**config.mk**
```make
export PLATFORM = sky130hd
export DESIGN_NAME = ucg_top
export DESIGN_NICKNAME = d
export VERILOG_FILES = /design/src/design/ucg_pkg.sv /design/src/design/ucg_top.sv
export VERILOG_INCLUDE_DIRS = /design/src /design/src/design
export SDC_FILE = /design/constraint.sdc
export NUM_CORES = 1
export LEC_CHECK = 0
export ABC_AREA = 1
export BUFFER_PORTS_ARGS = -buffer_cell sky130_fd_sc_hd__buf_2
export CORE_MARGIN = 5
export CORE_UTILIZATION = 45
export CTS_CLUSTER_SIZE = 30
export DETAILED_ROUTE_END_ITERATION = 12
export PLACE_DENSITY = 0.73
export SLEW_MARGIN = 25
export SYNTH_ARGS = -nofsm -noshare
export SYNTH_HDL_FRONTEND = slang
export SYNTH_SLANG_ARGS = --single-unit
```
**constraint.sdc**
```tcl
create_clock -name clock_i -period 3.1 [get_ports clock_i]
set_clock_uncertainty 0.05 [all_clocks]
set_input_delay 0.62 -clock clock_i [delete_from_list [all_inputs] [get_ports clock_i]]
set_output_delay 0.62 -clock clock_i [all_outputs]
set_load 0.05 [all_outputs]
```
**src/design/ucg_params.svh**
```systemverilog
// Constants of the USB clock generator control block
//
// Contract
// RULE_01: Produce a 48 MHz USB clock from an 8, 12, 16 or 20 MHz input.
// RULE_02: Input is the 12 MHz oscillator or system clock at an allowed rate.
// RULE_03: Gate/status register resets to 00; low four bits clear on soft reset.
// RULE_04: Gate bit 1 withholds function clock; 0 supplies it.
// RULE_05: While gated, USB register writes and read side effects are blocked.
// RULE_06: Long bus idle sets suspend-in flag; next bus change sets suspend-out.
// RULE_07: Suspend-out flag setting clears the gate bit in the same cycle.
// RULE_08: Gate bit sets only on writing 1 after reading 0 while suspended.
// RULE_09: Software sets the gate bit only after its suspend handling.
// RULE_10: Reset-control register goes to 7F on reset or hardware standby.
// RULE_11: Hub DPLL reset bit 1 holds hub DPLL in reset; 0 releases it.
// RULE_12: Function DPLL reset bit 1 holds it in reset; 0 releases it.
// RULE_13: Software clears DPLL reset bits only after the PLL has settled.
// RULE_14: PLL control register goes to 01 on reset or hardware standby.
// RULE_15: Source select decodes halted, prohibited, bypass, system or oscillator.
// RULE_16: Oscillator runs only while select top and bottom bits are both 1.
// RULE_17: Frequency field gives PLL input rate 8, 12, 16 or 20 MHz.
// RULE_18: Gate/status upper four bits are read-only port connection flags.
// RULE_19: PLL control upper three bits read zero and ignore writes.
`ifndef UCG_PARAMS_SVH
`define UCG_PARAMS_SVH

// ----------------------------------------
// Register map
// ----------------------------------------
`define UCG_ADDR_GATE 16'hFDF5
`define UCG_ADDR_RSTC 16'hFDFD
`define UCG_ADDR_PLL 16'hFDFE
`define UCG_ADDR_IRQ_STAT 16'hFDF0
`define UCG_ADDR_IRQ_MASK 16'hFDF1

// ----------------------------------------
// Reset values and fields
// ----------------------------------------
`define UCG_GATE_RST 8'h00
`define UCG_RSTC_RST 8'h7F
`define UCG_PLL_RST 8'h01
`define UCG_PLL_WMASK 8'h1F
`define UCG_BIT_GATE 0
`define UCG_BIT_HUB_DPLL 3
`define UCG_BIT_FN_DPLL 1
`define UCG_BIT_SUSP_IN 0
`define UCG_BIT_SUSP_OUT 1

// ----------------------------------------
// Timing
// ----------------------------------------
`define UCG_CLK_MHZ 200
`define UCG_IDLE_US 3000
`define UCG_IDLE_CYC (`UCG_IDLE_US * `UCG_CLK_MHZ)

// ----------------------------------------
// PLL ratios to reach 48 MHz
// ----------------------------------------
`define UCG_MUL_8M 4'h6
`define UCG_MUL_12M 4'h4
`define UCG_MUL_16M 4'h3
`define UCG_MUL_20M 4'hC
`define UCG_DIV_20M 3'h5
`define UCG_DIV_ONE 3'h1

`endif

```
**src/design/ucg_pkg.sv**
```systemverilog
// Types of the USB clock generator control block
package ucg_pkg;

    typedef enum logic [1:0] {
        SRC_OFF,
        SRC_BYPASS,
        SRC_SYS,
        SRC_OSC
    } ucg_src_e;

    typedef enum logic {
        ST_ACTIVE,
        ST_SUSPEND
    } ucg_susp_e;

    typedef struct packed {
        ucg_src_e src;
        logic pll_en;
        logic osc_en;
        logic [3:0] mul;
        logic [2:0] div;
    } ucg_pll_s;

endpackage : ucg_pkg

```
**src/design/ucg_top.sv**
```systemverilog
// USB clock generator control: registers, clock gate, suspend, PLL steering
`timescale 1ns/1ps
`include "ucg_params.svh"

module ucg_top #(
    parameter int IDLE_CYCLES = `UCG_IDLE_CYC
) (
    // Clock and reset
    input wire logic clock_i,
    input wire logic nrst_i,
    // Register port
    input wire logic [15:0] addr_i,
    input wire logic [7:0] wdata_i,
    input wire logic wr_i,
    input wire logic rd_i,
    output logic [7:0] rdata_o,
    // Partner USB logic
    input wire logic bus_idle_i,
    input wire logic func_soft_reset_i,
    input wire logic [3:0] downstream_port_connected_i,
    // Hardware standby pin
    input wire logic hw_standby_i,
    // Clock and reset controls
    output ucg_pkg::ucg_pll_s pll_o,
    output logic func_clock_en_o,
    output logic usb_access_block_o,
    output logic hub_dpll_soft_reset_o,
    output logic function_dpll_soft_reset_o,
    // Interrupt
    output logic irq_o
);

    // ----------------------------------------
    // Hardware standby synchroniser
    // ----------------------------------------
    logic [2:0] stby_sync_q;
    logic stby_q;

    always_ff @(posedge clock_i) begin
        if (!nrst_i) begin
            stby_sync_q <= 3'h0;
        end else begin
            stby_sync_q <= {stby_sync_q[1:0], hw_standby_i};
        end
    end

    // A change counts only once stages two and three agree
    always_ff @(posedge clock_i) begin
        if (!nrst_i) begin
            stby_q <= 1'b0;
        end else if (stby_sync_q[1] == stby_sync_q[2]) begin
            stby_q <= stby_sync_q[2];
        end
    end

    // ----------------------------------------
    // Access decode
    // ----------------------------------------
    logic wr_gate, wr_rstc, wr_pll, wr_stat, wr_mask, rd_gate;

    assign wr_gate = wr_i && (addr_i == `UCG_ADDR_GATE);
    assign wr_rstc = wr_i && (addr_i == `UCG_ADDR_RSTC);
    assign wr_pll = wr_i && (addr_i == `UCG_ADDR_PLL);
    assign wr_stat = wr_i && (addr_i == `UCG_ADDR_IRQ_STAT);
    assign wr_mask = wr_i && (addr_i == `UCG_ADDR_IRQ_MASK);
    assign rd_gate = rd_i && (addr_i == `UCG_ADDR_GATE);

    // ----------------------------------------
    // Suspend detection
    // ----------------------------------------
    ucg_pkg::ucg_susp_e susp_q;
    logic [31:0] idle_cnt_q;
    logic susp_in_evt, susp_out_evt;

    assign susp_in_evt = (susp_q == ucg_pkg::ST_ACTIVE) && bus_idle_i
        && (idle_cnt_q == 32'(IDLE_CYCLES - 1)); // see RULE_06
    assign susp_out_evt = (susp_q == ucg_pkg::ST_SUSPEND)
        && !bus_idle_i; // see RULE_06

    always_ff @(posedge clock_i) begin
        if (!nrst_i || stby_q || !bus_idle_i) begin
            idle_cnt_q <= 32'h0;
        end else if (idle_cnt_q != 32'(IDLE_CYCLES - 1)) begin
            idle_cnt_q <= idle_cnt_q + 32'h1;
        end
    end

    always_ff @(posedge clock_i) begin
        if (!nrst_i || stby_q) begin
            susp_q <= ucg_pkg::ST_ACTIVE;
        end else begin
            case (susp_q)
                ucg_pkg::ST_ACTIVE: begin
                    if (susp_in_evt) begin
                        susp_q <= ucg_pkg::ST_SUSPEND;
                    end
                end
                ucg_pkg::ST_SUSPEND: begin
                    if (susp_out_evt) begin
                        susp_q <= ucg_pkg::ST_ACTIVE;
                    end
                end
                default: susp_q <= ucg_pkg::ST_ACTIVE;
            endcase
        end
    end

    // ----------------------------------------
    // Clock gate and status register
    // ----------------------------------------
    logic [3:0] gate_q;
    logic armed_q;
    logic in_susp;

    assign in_susp = (susp_q == ucg_pkg::ST_SUSPEND);

    // Arming needs a read of 0 during suspend, so a stale write cannot gate
    always_ff @(posedge clock_i) begin
        if (!nrst_i || stby_q || func_soft_reset_i || !in_susp) begin
            armed_q <= 1'b0;
        end else if (rd_gate && !gate_q[`UCG_BIT_GATE]) begin
            armed_q <= 1'b1; // see RULE_08
        end else if (gate_q[`UCG_BIT_GATE]) begin
            armed_q <= 1'b0;
        end
    end

    always_ff @(posedge clock_i) begin
        if (!nrst_i || stby_q) begin
            gate_q <= 4'(`UCG_GATE_RST); // see RULE_03
        end else if (func_soft_reset_i) begin
            gate_q <= 4'h0; // see RULE_03
        end else begin
            if (wr_gate) begin
                gate_q[3:1] <= wdata_i[3:1];
            end
            if (susp_out_evt) begin
                gate_q[`UCG_BIT_GATE] <= 1'b0; // see RULE_07
            end else if (wr_gate && !wdata_i[`UCG_BIT_GATE]) begin
                gate_q[`UCG_BIT_GATE] <= 1'b0;
            end else if (wr_gate && armed_q && in_susp) begin
                gate_q[`UCG_BIT_GATE] <= 1'b1; // see RULE_08
            end
        end
    end

    // ----------------------------------------
    // Reset control and PLL control registers
    // ----------------------------------------
    logic [7:0] rstc_q;
    logic [4:0] pll_q;

    always_ff @(posedge clock_i) begin
        if (!nrst_i || stby_q) begin
            rstc_q <= `UCG_RSTC_RST; // see RULE_10
        end else if (wr_rstc) begin
            rstc_q <= wdata_i;
        end
    end

    always_ff @(posedge clock_i) begin
        if (!nrst_i || stby_q) begin
            pll_q <= 5'(`UCG_PLL_RST); // see RULE_14
        end else if (wr_pll) begin
            pll_q <= wdata_i[4:0]; // see RULE_19
        end
    end

    // ----------------------------------------
    // Interrupt status and mask
    // ----------------------------------------
    logic [1:0] stat_q, mask_q, stat_d;

    // A new event wins over a write-one clear in the same cycle
    always_comb begin
        stat_d = stat_q;
        if (wr_stat) begin
            stat_d = stat_q & ~wdata_i[1:0];
        end
        stat_d[`UCG_BIT_SUSP_IN] = stat_d[`UCG_BIT_SUSP_IN] | susp_in_evt;
        stat_d[`UCG_BIT_SUSP_OUT] = stat_d[`UCG_BIT_SUSP_OUT] | susp_out_evt;
    end

    always_ff @(posedge clock_i) begin
        if (!nrst_i || stby_q) begin
            stat_q <= 2'h0;
        end else begin
            stat_q <= stat_d; // see RULE_06
        end
    end

    always_ff @(posedge clock_i) begin
        if (!nrst_i || stby_q) begin
            mask_q <= 2'h0;
        end else if (wr_mask) begin
            mask_q <= wdata_i[1:0];
        end
    end

    always_ff @(posedge clock_i) begin
        if (!nrst_i) begin
            irq_o <= 1'b0;
        end else begin
            irq_o <= |(stat_q & mask_q);
        end
    end

    // ----------------------------------------
    // Read data
    // ----------------------------------------
    always_ff @(posedge clock_i) begin
        if (!nrst_i) begin
            rdata_o <= 8'h00;
        end else if (!rd_i) begin
            rdata_o <= 8'h00;
        end else if (addr_i == `UCG_ADDR_GATE) begin
            rdata_o <= {downstream_port_connected_i, gate_q}; // see RULE_18
        end else if (addr_i == `UCG_ADDR_RSTC) begin
            rdata_o <= rstc_q;
        end else if (addr_i == `UCG_ADDR_PLL) begin
            rdata_o <= {3'h0, pll_q}; // see RULE_19
        end else if (addr_i == `UCG_ADDR_IRQ_STAT) begin
            rdata_o <= {6'h00, stat_q};
        end else if (addr_i == `UCG_ADDR_IRQ_MASK) begin
            rdata_o <= {6'h00, mask_q};
        end else begin
            rdata_o <= 8'h00;
        end
    end

    // ----------------------------------------
    // PLL steering
    // ----------------------------------------
    ucg_pkg::ucg_pll_s pll_d;

    // Select 100 is prohibited; it is treated as halted to stay safe
    always_comb begin
        pll_d = '0;
        pll_d.src = ucg_pkg::SRC_OFF;
        case (pll_q[4:2])
            3'h5: pll_d.src = ucg_pkg::SRC_BYPASS; // see RULE_15
            3'h6: pll_d.src = ucg_pkg::SRC_SYS; // see RULE_02
            3'h7: pll_d.src = ucg_pkg::SRC_OSC; // see RULE_02
            default: pll_d.src = ucg_pkg::SRC_OFF; // see RULE_15
        endcase
        pll_d.pll_en = pll_q[4] && pll_q[3]; // see RULE_15
        pll_d.osc_en = pll_q[4] && pll_q[2]; // see RULE_16
        pll_d.div = `UCG_DIV_ONE;
        case (pll_q[1:0])
            2'h0: pll_d.mul = `UCG_MUL_8M; // see RULE_17
            2'h1: pll_d.mul = `UCG_MUL_12M; // see RULE_17
            2'h2: pll_d.mul = `UCG_MUL_16M; // see RULE_17
            default: begin
                pll_d.mul = `UCG_MUL_20M; // see RULE_01
                pll_d.div = `UCG_DIV_20M;
            end
        endcase
    end

    always_ff @(posedge clock_i) begin
        if (!nrst_i) begin
            pll_o <= '0;
        end else begin
            pll_o <= pll_d;
        end
    end

    // ----------------------------------------
    // Clock gate and DPLL reset outputs
    // ----------------------------------------
    // DPLL release timing is left to software after the PLL settles
    always_ff @(posedge clock_i) begin
        if (!nrst_i) begin
            func_clock_en_o <= 1'b1;
            usb_access_block_o <= 1'b0;
            hub_dpll_soft_reset_o <= 1'b1;
            function_dpll_soft_reset_o <= 1'b1;
        end else begin
            func_clock_en_o <= !gate_q[`UCG_BIT_GATE]; // see RULE_04
            usb_access_block_o <= gate_q[`UCG_BIT_GATE]; // see RULE_05
            hub_dpll_soft_reset_o <= rstc_q[`UCG_BIT_HUB_DPLL]; // see RULE_11
            function_dpll_soft_reset_o <=
                rstc_q[`UCG_BIT_FN_DPLL]; // see RULE_12
        end
    end
endmodule : ucg_top

```
Word-level counts from Yosys, hierarchy flattened
Cells that the tools add are included.

storage, ports and cells
  register bits after elaboration = 83
  output and inout port bits = 24
  logic and storage cells = 87

cells by class
  eq/ne operators = 13
  multiplexer cells = 14
  reduce and logical (&&, ||, !) cells = 31
  bitwise logic cells = 6
  add/subtract/negate cells = 1

operators by type and width
  kind                     number
  $eq A16 B16 Y1 const B   5
  $add A32 B1 Y32 const B  1
  $eq A32 B20 Y1 const B   1
  $ne A32 B20 Y1 const B   1
  $mux W8                  2
  $logic_and A1 B1 Y1      15
  $pmux W4 S3              1
  $eq A3 B3 Y1 const B     3
  $mux W2                  3
  $pmux W2 S3              1
  $logic_not A1 Y1         5
  $mux W5                  1
  $and A2 B2 Y2            2
  $logic_or A1 B1 Y1       4
  $mux W1                  4
  $reduce_or A2 Y1         2
  $reduce_or A4 Y1         1
  $mux W3                  1
  $reduce_or A3 Y1         1
  $eq A2 B1 Y1 const B     1
  $eq A2 B2 Y1 const B     1
  $logic_not A2 Y1         1
  $not A2 Y2               1
  $or A1 B1 Y1             2
  other kinds (5)          5

Depth between registers and ports, before layout
  word-level depth = 6
  mapped depth = 11
  depth with buffers taken out = 11

Worst setup path before layout
No wires, ideal clock.

  path kind = in2reg
  from = input addr_i[13]
  to = register rstc_q[1]
  setup slack = 1.313 ns
  stages = 10
  path buffers = 1
  arrival time = 1.599 ns
  data required time = 2.913 ns
  cells stage by stage = nand2_1 -> nor2_1 -> nand2_1 -> nor2_4 -> nand2_2 -> nor2_8 -> nand2_2 -> buf_2 -> nand2_1 -> o211ai_1

between the ends
  word-level cells in the longest chain between the ends = 2

ends and longest elaborated chain
  what                      RTL line        source
  start, declared           ucg_top.sv:12   input wire logic [15:0] addr_i,
  $eq A16 B16 Y1 (no line)  -
  $logic_and A1 B1 Y1       ucg_top.sv:62   assign wr_rstc = wr_i && (addr_i == `UCG_ADDR_RSTC);
  end signal, assigned      ucg_top.sv:155  rstc_q <= `UCG_RSTC_RST;
  end signal, assigned      ucg_top.sv:157  rstc_q <= wdata_i;
  end, declared             ucg_top.sv:150  logic [7:0] rstc_q;

No other way between the ends.
A chain may end at the register's enable or synchronous reset.

Worst setup path in the final report
  from = input nrst_i
  to = register idle_cnt_q[0]

between the ends
  word-level cells in the longest chain between the ends = 3

ends and longest elaborated chain
  what                              RTL line       source
  start, declared                   ucg_top.sv:10  input wire logic nrst_i,
  $logic_not A1 Y1                  -
  $logic_or A1 B1 Y1 (2 in series)  ucg_top.sv:81  if (!nrst_i || stby_q || !bus_idle_i) begin
  end signal, assigned              ucg_top.sv:84  idle_cnt_q <= idle_cnt_q + 32'h1;
  end, declared                     ucg_top.sv:72  logic [31:0] idle_cnt_q;

No other way between the ends.

==> reports/results.txt <==
VDD IR max -> 206 uV
cell depth of the worst flop-to-flop path -> 10
core area -> 8090 sq um
synth unique cells -> 36
Worst setup EP type -> flop
GR Overflow Total -> 0
via/cell ratio -> 5.16
die height -> 100 um
outcome -> completed
Post-Place Cell Area -> 4060 sq um
H-tree levels -> 3
Final Power -> 2.06 mW
# diodes -> 0
cell depth of the worst hold path -> 2
share of cells above drive strength 1 -> 0.184
Slew HR -> 0.539
total number of vias -> 3483
Synth Instances -> 505
min Tclk post-route -> 2.01 ns
FMAX -> 498 MHz
Max-cap violations -> 0
CTS tree -> done
final period utilization -> 0.648
Synth Area in Adders -> 0.00340
Compound-Gate Fraction of Synth Area -> 0.137
PostCTS Resize Cnt -> 0
Reg clk slew, reported paths -> 0.08 ns
post-synthesis sequential area ratio -> 0.440
min-delay src -> stby_sync_q[0]
Post-Syn Area -> 3680 sq um
RR Endpoint -> idle_cnt_q[28]
XOR/XNOR Fraction of Synth Area -> 0.00713
Detailed Route Iter0 Violations -> 144
Min-Delay Path Class -> flop to flop
FF+latch count, synth -> 81
P per Cell Area -> 477 nW/um^2
largest net degree at the start of global routing -> 22
r2r startpoint -> idle_cnt_q[0]
Placer Congestion -> 0.885
post-synthesis mux area share -> 0
leading cell type in the layout, fill and taps excluded -> nand2_1
CTS root buf -> clkbuf_8
initial antenna violation count -> 0
most frequent cells in the layout -> 93 x nand2_1, 81 x dfxtp_1, 69 x inv_1, 57 x buf_2, 51 x a21oi_1
max-slew violations -> 0
total negative setup slack -> 0 ns
RSZ-0062 raised after global routing -> false
CTS Hold Bufs -> 0
Synth Area in Simple Gates -> 0.321
Final nets -> 601
r2r setup slk -> 1.11 ns
Layout area overhead -> 16.8%
leak pwr -> 1.78 nW
Post-Route WL -> 8700 um
Yosys warnings -> 0
Buffers on Ports -> 57
syn nets -> 541
dpl hpwl -> 6600 um
postcts setup bufs -> 0
DRT Pass-1 Iters -> 5
Avg Inst Size Synth -> 7.30 sq um
clk_lat worst skew -> 0.35 ns
Endpoint, Worst Hold -> stby_sync_q[1]
Row Count -> 33
largest family of logic cells by synthesized area -> simple AND/OR/NAND/NOR gates
Die W -> 100 um
Setup-failing EPs final -> 0
CP arrival -> 2.20 ns
Antenna Nets Post-Route -> 0
first-pass GRT wire length -> 14600 um
Worst setup SP type -> input port
Num CTS Buffers -> 9
final hold vios -> 0
Remaining DRCs -> 0
wire length per cell -> 12.9 um
CP max FO -> 21
Post-Layout Inst Area -> 4310 sq um
I/O pin cnt -> 59
Initial Util -> 0.455
deepest clock path buffer count -> 2
Crit Path Class -> input port to flop
GRT Overall Usage -> 0.177
clock sinks -> 81
Total Die Area -> 10100 sq um
Worst-Margin Slew -> 0.690 ns
WP data required -> 3.29 ns
vias in the first global route -> 3294
-- per-layer routing --
metal  global-route usage  vias up  part of all wire
met3               0.0394       13             0.060
met2                0.294       88              0.48
met1                0.223     1594              0.44
met5                    0        -                 0
li1                     -     1788                 -
met4               0.0736        0             0.015
-- logic make-up (layout without fill, tap and decap cells) --
| logic type | count (synthesis) | after routing |
|---|---|---|
| AOI/OAI and AO/OA | 95 | 95 |
| xor gates and xnor gates | 3 | 3 |
| adders and majority gates | 1 | 1 |
| buffers and inverters | 84 | 149 |
| DFF | 81 | 81 |
| other | 1 | 1 |
| and+or+nand+nor | 240 | 240 |
-- layout make-up --
class	instances	area (sq um)
clock buffer	10	128
clock inverter	6	115
fill	800	3790
inverter	74	278
multi-input combinational	340	1730
sequential	81	1620
tap	105	131
timing repair buffer	59	300
-- cells in the mapped netlist --
library cell / instances / area share
nor3b_1: 2 / 0.0041
nand3_1: 32 / 0.043
nor4_1: 2 / 0.0034
a31oi_1: 3 / 0.0051
nor3_1: 26 / 0.035
nor2_8: 2 / 0.011
nand2_1: 93 / 0.095
nor2_4: 3 / 0.0092
nor3_4: 1 / 0.0044
dfxtp_1: 81 / 0.44
nor2_1: 40 / 0.041
xor2_1: 2 / 0.0048
ha_1: 1 / 0.0034
nor2_2: 4 / 0.0068
o31ai_1: 1 / 0.0020
nand2_2: 3 / 0.0051
inv_1: 69 / 0.070
o21ai_1: 3 / 0.0041
nor3_2: 4 / 0.011
conb_1: 1 / 0.0010
clkinv_1: 1 / 0.0010
o211ai_1: 7 / 0.014
nand3_2: 2 / 0.0054
nand4_1: 18 / 0.031
buf_4: 3 / 0.0061
o22ai_1: 1 / 0.0017
o21ai_0: 27 / 0.037
a21oi_1: 51 / 0.069
or2_2: 6 / 0.010
o21a_1: 2 / 0.0041
xnor2_1: 1 / 0.0024
clkbuf_1: 3 / 0.0031
inv_2: 4 / 0.0041
buf_2: 3 / 0.0041
nand2_4: 2 / 0.0061
clkbuf_2: 1 / 0.0014
-- critical path: stages --
cell and delay [ns]:
buf_2 0.15, inv_1 0.30, nor2_2 0.08, inv_2 0.09, nor2_2 0.04, buf_4 0.18
inv_1 0.52, a21oi_1 0.09, o21a_1 0.13
-- metrics by stage --
step / utilization / hold slack, ns / worst slack [ns] / instances
4_1_cts: 0.532 / 0.380 / 1.08 / 675
6_report: 0.532 / 0.375 / 1.09 / 675
2_1_floorplan: - / 0.337 / 1.31 / 505
5_1_grt: 0.532 / 0.391 / 0.876 / 675
3_3_place_gp: 0.502 / 0.357 / 0.748 / 659
3_5_place_dp: 0.502 / 0.355 / 0.698 / 659
-- how the worst max path moves through the flow --
stage                        from        endpoint  slack, ns  cells after the start
finish                     nrst_i   idle_cnt_q[0]       1.09                      9
global placement           nrst_i  idle_cnt_q[12]       0.75                      9
CTS                        nrst_i   idle_cnt_q[0]       1.08                      9
global route        idle_cnt_q[0]  idle_cnt_q[28]       0.88                     10
floorplan              addr_i[13]       rstc_q[1]       1.31                     10
detailed placement         nrst_i   idle_cnt_q[0]       0.70                      9
-- power breakdown --
group          total, mW  switching (mW)  internal (mW)  leakage, nW
Combinational     0.0854          0.0570         0.0284         1.01
Sequential          1.05         0.00263           1.04        0.654
Clock              0.924           0.384          0.540        0.117
Total               2.06           0.444           1.61         1.78
-- registers in the layout (all words and copies together), names as in the netlist --
register / flops
function_dpll_soft_reset_o: 1
irq_o: 1
pll_o: 9
mask_q: 2
idle_cnt_q: 32
stby_q: 1
gate_q: 4
stby_sync_q: 3
armed_q: 1
rstc_q: 8
pll_q: 5
rdata_o: 8
usb_access_block_o: 1
stat_q: 2
hub_dpll_soft_reset_o: 1
func_clock_en_o: 1
in_susp: 1
Note: power is estimated with default switching activity, not from simulation.
